===== config.mk =====
export PLATFORM = sky130hd
export DESIGN_NAME = csenc_top
export DESIGN_NICKNAME = d
export VERILOG_FILES = /design/src/csenc_pkg.sv /design/src/csenc_mem.sv /design/src/csenc_top.sv
export VERILOG_INCLUDE_DIRS = /design/src
export SDC_FILE = /design/constraint.sdc
export NUM_CORES = 1
export LEC_CHECK = 0
export ABC_AREA = 1
export BUFFER_PORTS_ARGS = -buffer_cell sky130_fd_sc_hd__clkbuf_2
export CORE_UTILIZATION = 27
export DETAILED_ROUTE_END_ITERATION = 10
export SYNTH_ARGS = -nofsm -noshare
export SYNTH_HDL_FRONTEND = slang
export SYNTH_SLANG_ARGS = --single-unit

===== constraint.sdc =====
create_clock -name aclk -period 2.4 [get_ports aclk]
set_input_delay 0.24 -clock aclk [delete_from_list [all_inputs] [get_ports aclk]]
set_output_delay 0.24 -clock aclk [all_outputs]
set_load 0.005 [all_outputs]

===== src/csenc_params.svh =====
// Purpose: Constants for the channel-status switch encoder
// Assumes: Included by bare name
// Notes:   Offsets are byte addresses on the register bus
`ifndef CSENC_PARAMS_SVH
`define CSENC_PARAMS_SVH

// ----------------------------------------------------------
// Block geometry
// ----------------------------------------------------------
`define CSENC_CS_BITS      192
`define CSENC_BLK_FRAMES   192
`define CSENC_ADDR_W       8

// ----------------------------------------------------------
// Register offsets and reset values
// ----------------------------------------------------------
`define CSENC_OFF_CTRL     8'h00
`define CSENC_OFF_SW_LIVE  8'h04
`define CSENC_OFF_SW_ACT   8'h08
`define CSENC_OFF_STATUS   8'h0c
`define CSENC_OFF_TBL_LO   8'h40
`define CSENC_OFF_TBL_HI   8'h9c
`define CSENC_CTRL_RST     2'h0
`define CSENC_SW_RST       8'hff
`define CSENC_CTRL_EXT     0
`define CSENC_CTRL_TBL     1
`define CSENC_ST_PRO       8
`define CSENC_ST_LARE      9
`define CSENC_ST_LOCK      10
`define CSENC_ST_BLKCNT    16
`define CSENC_RESP_OKAY    2'h0
`define CSENC_RESP_SLVERR  2'h2

// ----------------------------------------------------------
// Switch positions (switch n sits at bit n-1)
// ----------------------------------------------------------
`define CSENC_SW1          0
`define CSENC_SW2          1
`define CSENC_SW3          2
`define CSENC_SW4          3
`define CSENC_SW5          4
`define CSENC_SW6          5
`define CSENC_SW7          6
`define CSENC_SW8          7

// ----------------------------------------------------------
// Channel-status bit positions
// ----------------------------------------------------------
`define CSENC_CB_PRO       0
`define CSENC_CB_AUDIO     1
`define CSENC_CB_EMPH      2
`define CSENC_CB_RATE      6
`define CSENC_CB_CAT       8
`define CSENC_CB_MODE      9
`define CSENC_CB_GEN       15
`define CSENC_CB_FREQ      24
`define CSENC_CB_COPY      2
`define CSENC_CB_CEMPH     3

`endif


===== src/csenc_pkg.sv =====
// Purpose: Types for the channel-status switch encoder
// Assumes: csenc_params.svh on the include path
// Notes:   Constants live in the header
`default_nettype none
`include "csenc_params.svh"
package csenc_pkg;
  typedef logic [7:0]                  csenc_sw_t;
  typedef logic [`CSENC_CS_BITS-1:0]   csenc_word_t;
  typedef enum logic {WR_COLLECT, WR_RESP} csenc_wr_state_t;
endpackage
`default_nettype wire


===== src/csenc_mem.sv =====
// Purpose: Byte table of extra channel-status bits
// Assumes: One write and one read port, same clock
// Notes:   Read data come out of a register
`default_nettype none
`timescale 1ns/100ps
module csenc_mem #(
  parameter int DEPTH = 24,
  parameter int AW    = 5
) (
  // Clock and reset
  input  wire logic          aclk,
  input  wire logic          aresetn,
  // Write port
  input  wire logic          we,
  input  wire logic [AW-1:0] waddr,
  input  wire logic [7:0]    wdata,
  // Read port
  input  wire logic [AW-1:0] raddr,
  output var  logic [7:0]    rdata_q
);
  logic [7:0] mem_q [DEPTH];

  if (DEPTH < 1 || DEPTH > (1 << AW)) begin : g_bad_depth
    $error("csenc_mem: DEPTH does not fit AW");
  end

  // Table storage, cleared by reset
  always_ff @(posedge aclk) begin
    if (!aresetn) begin
      for (int i = 0; i < DEPTH; i++) begin
        mem_q[i] <= 8'h00;
      end
    end else if (we && (int'(waddr) < DEPTH)) begin
      mem_q[waddr] <= wdata;
    end
  end

  // Registered read
  always_ff @(posedge aclk) begin
    if (!aresetn) begin
      rdata_q <= 8'h00;
    end else if (int'(raddr) < DEPTH) begin
      rdata_q <= mem_q[raddr];
    end else begin
      rdata_q <= 8'h00;
    end
  end
endmodule // csenc_mem
`default_nettype wire


===== src/csenc_top.sv =====
// Purpose: Switch bank to channel-status bit stream encoder
// Assumes: Inputs synchronous to aclk; strobes >= 2 cycles apart
// Notes:   Switch closed reads 0, open reads 1
`default_nettype none
`timescale 1ns/100ps
`include "csenc_params.svh"

module csenc_top #(
  parameter int FRAMES = `CSENC_BLK_FRAMES,
  parameter int TBL_D  = `CSENC_BLK_FRAMES / 8
) (
  // Clock and reset
  input  wire logic                     aclk,
  input  wire logic                     aresetn,
  // Switch bank and serial input
  input  wire logic [7:0]               switch_in,
  input  wire logic                     ext_cs_in,
  // Transmitter side
  input  wire logic                     frame_strobe,
  input  wire logic                     block_boundary_out,
  output var  logic                     cs_bit_q,
  output var  logic                     pro_consumer_select,
  output var  logic                     local_addr_reliability_enable,
  // AXI4-Lite write address and data
  input  wire logic [`CSENC_ADDR_W-1:0] s_axi_awaddr,
  input  wire logic                     s_axi_awvalid,
  output var  logic                     s_axi_awready,
  input  wire logic [31:0]              s_axi_wdata,
  input  wire logic [3:0]               s_axi_wstrb,
  input  wire logic                     s_axi_wvalid,
  output var  logic                     s_axi_wready,
  // AXI4-Lite write response
  output var  logic [1:0]               s_axi_bresp,
  output var  logic                     s_axi_bvalid,
  input  wire logic                     s_axi_bready,
  // AXI4-Lite read
  input  wire logic [`CSENC_ADDR_W-1:0] s_axi_araddr,
  input  wire logic                     s_axi_arvalid,
  output var  logic                     s_axi_arready,
  output var  logic [31:0]              s_axi_rdata,
  output var  logic [1:0]               s_axi_rresp,
  output var  logic                     s_axi_rvalid,
  input  wire logic                     s_axi_rready
);
  // ----------------------------------------------------------
  // Declarations
  // ----------------------------------------------------------
  localparam int TAW = 5;

  csenc_pkg::csenc_sw_t            sw_q;
  csenc_pkg::csenc_sw_t            act_sw_q;
  csenc_pkg::csenc_word_t          act_word;
  csenc_pkg::csenc_word_t          word_now;
  csenc_pkg::csenc_wr_state_t      wst_q;
  logic [1:0]                      ctrl_q;
  logic                            cbl_prev_q;
  logic                            locked_q;
  logic [7:0]                      fc_q;
  logic [7:0]                      idx;
  logic [7:0]                      fc_d;
  logic [15:0]                     blkcnt_q;
  logic                            blk_start;
  logic                            mem_bit;
  logic                            ext_bit;
  logic                            cs_bit_d;
  logic [7:0]                      tbl_rdata;
  logic [1:0]                      pro_rate_bits;
  logic                            channel_mode_bit_inv;
  logic                            aw_held_q;
  logic                            w_held_q;
  logic [`CSENC_ADDR_W-1:0]        awaddr_q;
  logic [31:0]                     wdata_q;
  logic [3:0]                      wstrb_q;
  logic                            wr_fire;
  logic                            tbl_we;
  logic [31:0]                     rd_word;
  logic                            rd_hit;
  logic                            wr_hit;

  // Elaboration-time range check
  if (FRAMES < 32 || FRAMES > `CSENC_CS_BITS || (FRAMES % 8) != 0 ||
      TBL_D != FRAMES / 8) begin : g_bad_frames
    $error("csenc_top: FRAMES must be 32..192, a multiple of 8");
  end

  // ----------------------------------------------------------
  // Helper functions
  // ----------------------------------------------------------
  // Channel-status word from a switch set
  function automatic csenc_pkg::csenc_word_t cs_word(
      input csenc_pkg::csenc_sw_t s);
    csenc_pkg::csenc_word_t w;
    w = '0;
    if (!s[`CSENC_SW3]) begin
      w[`CSENC_CB_PRO]    = 1'b1;
      w[`CSENC_CB_AUDIO]  = ~s[`CSENC_SW4];
      w[`CSENC_CB_RATE]   = ~s[`CSENC_SW5];
      w[`CSENC_CB_RATE+1] = ~s[`CSENC_SW2];
      w[`CSENC_CB_MODE]   = ~s[`CSENC_SW6];
      w[`CSENC_CB_EMPH]   = ~(s[`CSENC_SW8] & s[`CSENC_SW7]);
      w[`CSENC_CB_EMPH+1] = ~s[`CSENC_SW8];
      w[`CSENC_CB_EMPH+2] = ~s[`CSENC_SW8] & ~s[`CSENC_SW7];
      // Bytes 14-17 and 22 stay zero; transmitter fills them
    end else begin
      w[`CSENC_CB_PRO]    = 1'b0;
      w[`CSENC_CB_FREQ]   = s[`CSENC_SW1] & ~s[`CSENC_SW4];
      w[`CSENC_CB_FREQ+1] = s[`CSENC_SW1] ^ s[`CSENC_SW4];
      w[`CSENC_CB_CEMPH]  = ~s[`CSENC_SW2];
      w[`CSENC_CB_COPY]   = ~s[`CSENC_SW5];
      w[`CSENC_CB_GEN]    = ~s[`CSENC_SW6];
      w[`CSENC_CB_CAT]    = ~s[`CSENC_SW8];
      w[`CSENC_CB_CAT+1]  = ~s[`CSENC_SW7];
    end
    return w;
  endfunction

  // Register-map hit test
  function automatic logic map_hit(input logic [`CSENC_ADDR_W-1:0] a);
    return (a == `CSENC_OFF_CTRL)    || (a == `CSENC_OFF_SW_LIVE) ||
           (a == `CSENC_OFF_SW_ACT)  || (a == `CSENC_OFF_STATUS)  ||
           ((a >= `CSENC_OFF_TBL_LO) && (a <= `CSENC_OFF_TBL_HI) &&
            (a[1:0] == 2'b00));
  endfunction

  // ----------------------------------------------------------
  // Switch capture and block alignment
  // ----------------------------------------------------------
  // Live switch sample
  always_ff @(posedge aclk) begin
    if (!aresetn) begin
      sw_q <= `CSENC_SW_RST;
    end else begin
      sw_q <= switch_in;
    end
  end

  // Block start on rising boundary output at a frame strobe
  assign blk_start = frame_strobe && block_boundary_out &&
                     !cbl_prev_q;

  // Boundary history, taken once per frame
  always_ff @(posedge aclk) begin
    if (!aresetn) begin
      cbl_prev_q <= 1'b0;
    end else if (frame_strobe) begin
      cbl_prev_q <= block_boundary_out;
    end
  end

  // Active switch set, updated only at a block start
  always_ff @(posedge aclk) begin
    if (!aresetn) begin
      act_sw_q <= `CSENC_SW_RST;
    end else if (blk_start) begin
      act_sw_q <= sw_q;
    end
  end

  // Lock flag and block counter
  always_ff @(posedge aclk) begin
    if (!aresetn) begin
      locked_q <= 1'b0;
      blkcnt_q <= 16'h0000;
    end else if (blk_start) begin
      locked_q <= 1'b1;
      blkcnt_q <= blkcnt_q + 16'h0001;
    end
  end

  // Mode pins follow the active set
  assign act_word                      = cs_word(act_sw_q);
  assign pro_consumer_select           = act_sw_q[`CSENC_SW3];
  assign local_addr_reliability_enable = !act_sw_q[`CSENC_SW3] &&
                                         act_sw_q[`CSENC_SW1];
  assign pro_rate_bits        = act_word[`CSENC_CB_RATE+1:`CSENC_CB_RATE];
  assign channel_mode_bit_inv = act_word[`CSENC_CB_MODE];

  // ----------------------------------------------------------
  // Bit serializer
  // ----------------------------------------------------------
  // Frame index and next bit
  always_comb begin
    idx      = blk_start ? 8'h00 : fc_q;
    word_now = blk_start ? cs_word(sw_q) : act_word;
    fc_d     = (int'(idx) == FRAMES - 1) ? 8'h00 : idx + 8'h01;
    ext_bit  = ctrl_q[`CSENC_CTRL_EXT] && ext_cs_in;
    mem_bit  = ctrl_q[`CSENC_CTRL_TBL] && tbl_rdata[idx[2:0]] &&
               (!blk_start || fc_q[7:3] == 5'h00);
    cs_bit_d = word_now[idx] | ext_bit | mem_bit;
  end

  // Output bit and frame counter, advanced per frame strobe
  always_ff @(posedge aclk) begin
    if (!aresetn) begin
      cs_bit_q <= 1'b0;
      fc_q     <= 8'h00;
    end else if (frame_strobe) begin
      cs_bit_q <= cs_bit_d;
      fc_q     <= fc_d;
    end
  end

  // Extra-bit table, read one cycle ahead of the strobe
  csenc_mem #(
    .DEPTH (TBL_D),
    .AW    (TAW)
  ) u_tbl (
    .aclk    (aclk),
    .aresetn (aresetn),
    .we      (tbl_we),
    .waddr   (TAW'((awaddr_q - `CSENC_OFF_TBL_LO) >> 2)),
    .wdata   (wdata_q[7:0]),
    .raddr   (fc_q[7:3]),
    .rdata_q (tbl_rdata)
  );

  // ----------------------------------------------------------
  // AXI4-Lite write channel
  // ----------------------------------------------------------
  assign s_axi_awready = !aw_held_q && (wst_q == csenc_pkg::WR_COLLECT);
  assign s_axi_wready  = !w_held_q && (wst_q == csenc_pkg::WR_COLLECT);
  assign wr_fire = aw_held_q && w_held_q &&
                   (wst_q == csenc_pkg::WR_COLLECT);
  assign wr_hit  = map_hit(awaddr_q);
  assign tbl_we  = wr_fire && wr_hit && s_axi_wstrb_ok();

  // Table writes need byte lane 0 and a table address
  function automatic logic s_axi_wstrb_ok();
    return wstrb_q[0] && (awaddr_q >= `CSENC_OFF_TBL_LO);
  endfunction

  // Address and data holding, taken in either order
  always_ff @(posedge aclk) begin
    if (!aresetn) begin
      aw_held_q <= 1'b0;
      w_held_q  <= 1'b0;
      awaddr_q  <= '0;
      wdata_q   <= 32'h0000_0000;
      wstrb_q   <= 4'h0;
    end else begin
      if (s_axi_awvalid && s_axi_awready) begin
        aw_held_q <= 1'b1;
        awaddr_q  <= s_axi_awaddr;
      end else if (wr_fire) begin
        aw_held_q <= 1'b0;
      end
      if (s_axi_wvalid && s_axi_wready) begin
        w_held_q <= 1'b1;
        wdata_q  <= s_axi_wdata;
        wstrb_q  <= s_axi_wstrb;
      end else if (wr_fire) begin
        w_held_q <= 1'b0;
      end
    end
  end

  // Write response state machine
  always_ff @(posedge aclk) begin
    if (!aresetn) begin
      wst_q        <= csenc_pkg::WR_COLLECT;
      s_axi_bvalid <= 1'b0;
      s_axi_bresp  <= `CSENC_RESP_OKAY;
    end else begin
      unique case (wst_q)
        csenc_pkg::WR_COLLECT: begin
          if (wr_fire) begin
            wst_q        <= csenc_pkg::WR_RESP;
            s_axi_bvalid <= 1'b1;
            s_axi_bresp  <= wr_hit ? `CSENC_RESP_OKAY
                                   : `CSENC_RESP_SLVERR;
          end
        end
        csenc_pkg::WR_RESP: begin
          if (s_axi_bready) begin
            wst_q        <= csenc_pkg::WR_COLLECT;
            s_axi_bvalid <= 1'b0;
          end
        end
      endcase
    end
  end

  // Control register, byte lane 0
  always_ff @(posedge aclk) begin
    if (!aresetn) begin
      ctrl_q <= `CSENC_CTRL_RST;
    end else if (wr_fire && awaddr_q == `CSENC_OFF_CTRL &&
                 wstrb_q[0]) begin
      ctrl_q <= wdata_q[1:0];
    end
  end

  // ----------------------------------------------------------
  // AXI4-Lite read channel
  // ----------------------------------------------------------
  assign s_axi_arready = !s_axi_rvalid;
  assign rd_hit        = map_hit(s_axi_araddr);

  // Read mux; table window is write-only and reads zero
  always_comb begin
    rd_word = 32'h0000_0000;
    unique case (s_axi_araddr)
      `CSENC_OFF_CTRL:    rd_word[1:0] = ctrl_q;
      `CSENC_OFF_SW_LIVE: rd_word[7:0] = sw_q;
      `CSENC_OFF_SW_ACT:  rd_word[7:0] = act_sw_q;
      `CSENC_OFF_STATUS: begin
        rd_word[7:0]              = fc_q;
        rd_word[`CSENC_ST_PRO]    = pro_consumer_select;
        rd_word[`CSENC_ST_LARE]   = local_addr_reliability_enable;
        rd_word[`CSENC_ST_LOCK]   = locked_q;
        rd_word[31:`CSENC_ST_BLKCNT] = blkcnt_q;
      end
      default:            rd_word = 32'h0000_0000;
    endcase
  end

  // Read data register
  always_ff @(posedge aclk) begin
    if (!aresetn) begin
      s_axi_rvalid <= 1'b0;
      s_axi_rdata  <= 32'h0000_0000;
      s_axi_rresp  <= `CSENC_RESP_OKAY;
    end else if (s_axi_arvalid && s_axi_arready) begin
      s_axi_rvalid <= 1'b1;
      s_axi_rdata  <= rd_word;
      s_axi_rresp  <= rd_hit ? `CSENC_RESP_OKAY : `CSENC_RESP_SLVERR;
    end else if (s_axi_rready) begin
      s_axi_rvalid <= 1'b0;
    end
  end
endmodule // csenc_top
`default_nettype wire


Yosys cells after proc, flatten, opt, wreduce, memory -nomap -nowiden
Memories as Yosys holds them, arrays and structs flattened. A register that Yosys moved wholly into a read port is not among the register bits.
Index checks and enable logic that the tools add are counted.
{"block": "totals", "inputBits": 70, "output_inout_bits": 44, "wordCells": 165, "mem_bits_rw": 192, "register_bits": 98, "mem_count": 1}
{"memory": "u_tbl.mem_q", "depth": 24, "word_bits": 8, "read_ports": 1, "rd_clocked_by_memory_dff": 1, "wr": 24, "line": "csenc_mem.sv:21", "source": "logic [7:0] mem_q [DEPTH];"}
{"block": "op_classes", "muxes": 49, "n_reduce_logical": 51, "n_eq_ne": 9, "addsub": 3, "bitwise": 25, "magnitude_cmp": 8}
{"op": "8-bit by 4-bit equality test with 1-bit output, second input constant", "n": 4}
{"op": "1-bit two-way mux", "n": 28}
{"op": "26-bit two-way mux", "n": 1}
{"op": "8-bit two-way mux", "n": 3}
{"op": "1-bit logical AND", "n": 23}
{"op": "6-bit one-hot mux with 3 select lines", "n": 1}
{"op": "16-bit by 1-bit adder with 16-bit output, second input constant", "n": 1}
{"op": "8-bit by 3-bit equality test with 1-bit output, second input constant", "n": 2}
{"op": "8-bit by 7-bit >= comparator with 1-bit output, second input constant", "n": 2}
{"op": "8-bit less-or-equal comparator, second input constant", "n": 2}
{"op": "8-bit zero test", "n": 2}
{"op": "16-bit two-way mux", "n": 1}
{"op": "2-bit two-way mux", "n": 8}
{"op": "1-bit inverter", "n": 15}
{"op": "5-bit < comparator, second input constant", "n": 2}
{"op": "1-bit logical OR", "n": 9}
{"op": "8-bit by 9-bit < comparator with 1-bit output, second input constant", "n": 1}
{"op": "8-bit by 1-bit adder with 8-bit output, second input constant", "n": 1}
{"op": "1-bit binary-select mux with 8-bit select", "n": 1}
{"op": "8-bit equality test, second input constant", "n": 1}
{"op": "2-bit one-hot mux with 4 select lines", "n": 1}
{"op": "8-bit OR reduction", "n": 1}
{"op": "1-bit zero test", "n": 7}
{"op": "7-bit subtractor, second input constant", "n": 1}
{"op": "other kinds (13)", "n": 27}

Logic depth before layout (Yosys ltp)
{"block": "logic_depth", "depth_word": 13, "ltp_mapped": 12, "depth_no_buf": 12}

By module
From an unflattened synthesis, not the netlist that was laid out.
{"block": "hier_totals", "hier_cells": 1749, "area_unflattened_um2": 15935.3}
{"module": "csenc_mem", "cells_each": 1163, "area_per_inst_um2": 11606.1, "seq_area_each_um2": 7847.5, "instances": 1}
{"module": "csenc_top", "cells_each": 586, "area_per_inst_um2": 4329.2, "seq_area_each_um2": 1921.8, "instances": 1}

Least setup slack after synthesis
Ideal clock, no wire load.
{"block": "synth_path", "kind": "register to register", "start": "register awaddr_q[6]", "end": "memory u_tbl.mem_q[4][0], enable pin", "t_required_ns": 2.016, "path_slack_ns": 0.188, "n_path_buf": 0, "setup_ns": 0.384, "synth_period_minus_slack_ns": 2.212, "path_stages_with_launch": 10, "arrival_ns": 1.828, "path_cell_list": "dfxtp_1 -> inv_2 -> nand2_1 -> inv_2 -> nor2_1 -> o21ai_2 -> nand4_4 -> nor2_4 -> nand2_2 -> o21ai_0"}
{"item": "start: declaration", "line": "csenc_top.sv:71", "source": "logic [`CSENC_ADDR_W-1:0] awaddr_q;"}
{"item": "start signal: assignment", "line": "csenc_top.sv:243", "source": "awaddr_q <= s_axi_awaddr;"}
{"item": "end: declaration", "line": "csenc_mem.sv:21"}

==> results.ini <==
[floorplan]
fp.dieH_um = 246
die_area_um2 = 60600
rows = 89
dieWidth_um = 246
start_util = 0.273
num_io_pins = 114
coreArea_um2 = 59000

[route]
drtIter0Drc = 1130
routedWlPerCell_um = 16.6
ant_nets = 0
drc = 0
viasPerCell = 4.85
routed_wl_mm = 42.5
vias = 12409
dr.pass1.iters = 5

[clock_network]
worstSkewPairLatency_ns = 0.54
path_clk_slew_ns = 0.06
post_cts_buffers = 0
cts_made_buffers = 37
clock_sinks = 360
clock_path_buffers = 3
ctsHtreeMaxLevel = 2
cts_tree = yes
cts_root_buffer = clkbuf_16

[critical_path]
endpoint_kind = flop
rr_worst_depth = 10
r2r-start = awaddr_q[6]
path_class = flop to flop
r2r_setup_slack_ns = 0.24
required_ns = 2.64
crit_fanout = 9
reg2reg_to = u_tbl.mem_q[6][2]
crit_path_start_kind = flop
critPathArrivalTime_ns = 2.41

[flow_run]
cap_viol_max_count = 0

[sta]
max-slew-margin-rel = 0.428
hold_viol_final = 0
layout_setup_ws_ns = 0.235
setup_tns_ns = 0
grt_setup_unrepaired = no
setup_viol = 0
clock_skew_ns = 0.0161
worstMarginPinSlew_ns = 0.858
max_freq_mhz = 462
period_needed_ns = 2.16
fin_crit_sh = 0.902
final_max_slew_viol_count = 0

[power]
fin_total_pwr_uw = 13700
vdd_drop_max_v = 0.000445
p_leak_uw = 0.00686
power_density_nw_per_um2 = 714

[place]
place_ws_ns = 0.247
portBuffers = 79
gp_congestion = 0.888
hpwlAfterDp_mm = 27.8

[synth]
ys_seq_area_frac = 0.606
synth_top_area_frac = 0.477
yosysWarnings = 0
ys_seq_elements = 360
synth_ff_type = edfxtp_1
synth_edf_count = 256
synthDistinctLibCells = 47
syn_area_per_cell_um2 = 10.0
yosysTopAreaCell = edfxtp_1
async_reset_ff_frac = 0
ys_top_cells_by_area = edfxtp_1, dfxtp_1, o21ai_0, nor2_1, nor3_1
synth_area_um2 = 16100
netlist_instances = 1610

[cells_and_area]
nNetsFinal = 1833
diodes = 0
syn2layout_area_growth_pct = 18.9
final_layout_size_suffix_gt1_frac = 0.172

[worst_hold_path]
whs_path_depth = 3
worstHoldEndpoint = wdata_q[6]
worstHoldStart = s_axi_wdata[6]
hold_path.class = input port to flop

[global_routing]
track_usage = 0.138
grt_max_degree = 80
antenna_found_initial = 0
grt_pass1_vias = 11932
grt_pass1_wl_mm = 66.6
grt_overflow_total = 0

[outcome]
outcome = finished clean

[flip-flops by register name, summed over array words and instances, names as in the netlist, 2 cells and up]
register	flops
u_tbl.rdata_q	8
wdata_q	8
blkcnt_q	16
awaddr_q	8
ctrl_q	2
u_tbl.mem_q	256
s_axi_rdata	27
sw_q	8
fc_q	8
act_sw_q	8
[cell usage after synthesis, types with 12 or more instances]
cell type  instances
a21oi_1           78
buf_2             20
buf_4             13
clkbuf_1          94
clkinv_1          12
dfxtp_1          104
edfxtp_1         256
inv_1             59
nand2_1          148
nand3_1           67
nor2_1           216
nor3_1           127
nor3_2            42
o21ai_0          211
o221ai_1          60
[kinds of logic (layout without fill, tap and decap cells)]
kind of cell    after synthesis  after routing  synth area share
buf+inv                     217            325            0.0593
compound gates              378            378             0.137
flops                       360            360             0.606
other cells                   1             71          0.000233
simple gates                647            647             0.193
xor+xnor                      3              3           0.00163
fa+ha+maj                     4              4           0.00311
[power breakdown]
group	switching (uW)	internal (uW)	leakage, uW
Combinational	651	266	0.00280
Sequential	132	6940	0.00349
Clock	2440	3240	0.000569
[routing by layer]
layer,vias up,part of all wire,GRT usage
li1,5967,-,-
met3,62,0.047,0.0198
met2,330,0.49,0.236
met4,0,0.024,0.0436
met5,-,0,0
met1,6050,0.44,0.179
[timing repair]
| item | in CTS | in global routing |
|---|---|---|
| hold endpoints to repair | 15 | 0 |
| gates resized for setup | 0 | 0 |
| hold buffers | 16 | 0 |
[layout by cell type (no fill, tap or decap), drive strengths merged, types with 4 or more instances in the layout]
master and n:
o22ai 4, o211ai 10, clkinvlp 8, o21ai 213, ha 4, nor4 5, nand2 153, nor2 223
nand4 11, o221ai 60, buf 85, conb 71, or2 11, clkbuf 123, inv 65, nand3 71
dfxtp 104, nor3 169, a21oi 79, dlygate4sd3 16, clkinv 26, edfxtp 256
[metrics by stage]
| stage | hold WS [ns] | utilization | std cells | instance area, um2 |
|---|---|---|---|---|
| floorplan | 0.347 | - | 1680 | 16400 |
| global placement | 0.440 | 0.302 | 2477 | 17800 |
| detailed placement | 0.444 | 0.302 | 2477 | 17800 |
| CTS | 0.00147 | 0.325 | 2561 | 19200 |
| global route | 0.0264 | 0.325 | 2561 | 19200 |
| finish | 0.00812 | 0.325 | 2561 | 19200 |
[layout make-up]
class                           instances  area (um2)
Clock inverter                         24         178
Fill cell                            6039       39900
Sequential cell                       360        9770
Inverter                               77         290
Tap cell                              773         967
Multi-Input combinational cell       1103        5650
Timing Repair Buffer                  180        1280
Clock buffer                           44        1010
[how the worst max path moves through the flow]
stage | end | depth (start not counted) | startpoint
CTS | u_tbl.mem_q[6][2] | 10 | awaddr_q[6]
global route | u_tbl.mem_q[9][3] | 10 | awaddr_q[6]
global placement | u_tbl.mem_q[6][2] | 10 | awaddr_q[6]
finish | u_tbl.mem_q[6][2] | 10 | awaddr_q[6]
detailed placement | u_tbl.mem_q[6][2] | 10 | awaddr_q[6]
floorplan | u_tbl.mem_q[4][0] | 9 | awaddr_q[6]
[worst max-delay path: stages (launching register included)]
cell	delay, ns
dfxtp_1	0.33
inv_2	0.08
nand2_1	0.09
nor2_1	0.14
inv_1	0.09
o21ai_2	0.10
nand4_4	0.14
nor2_4	0.19
nand2_2	0.20
o21ai_0	0.28
buf_4	0.22
Note: power is estimated with default switching activity, not from simulation.
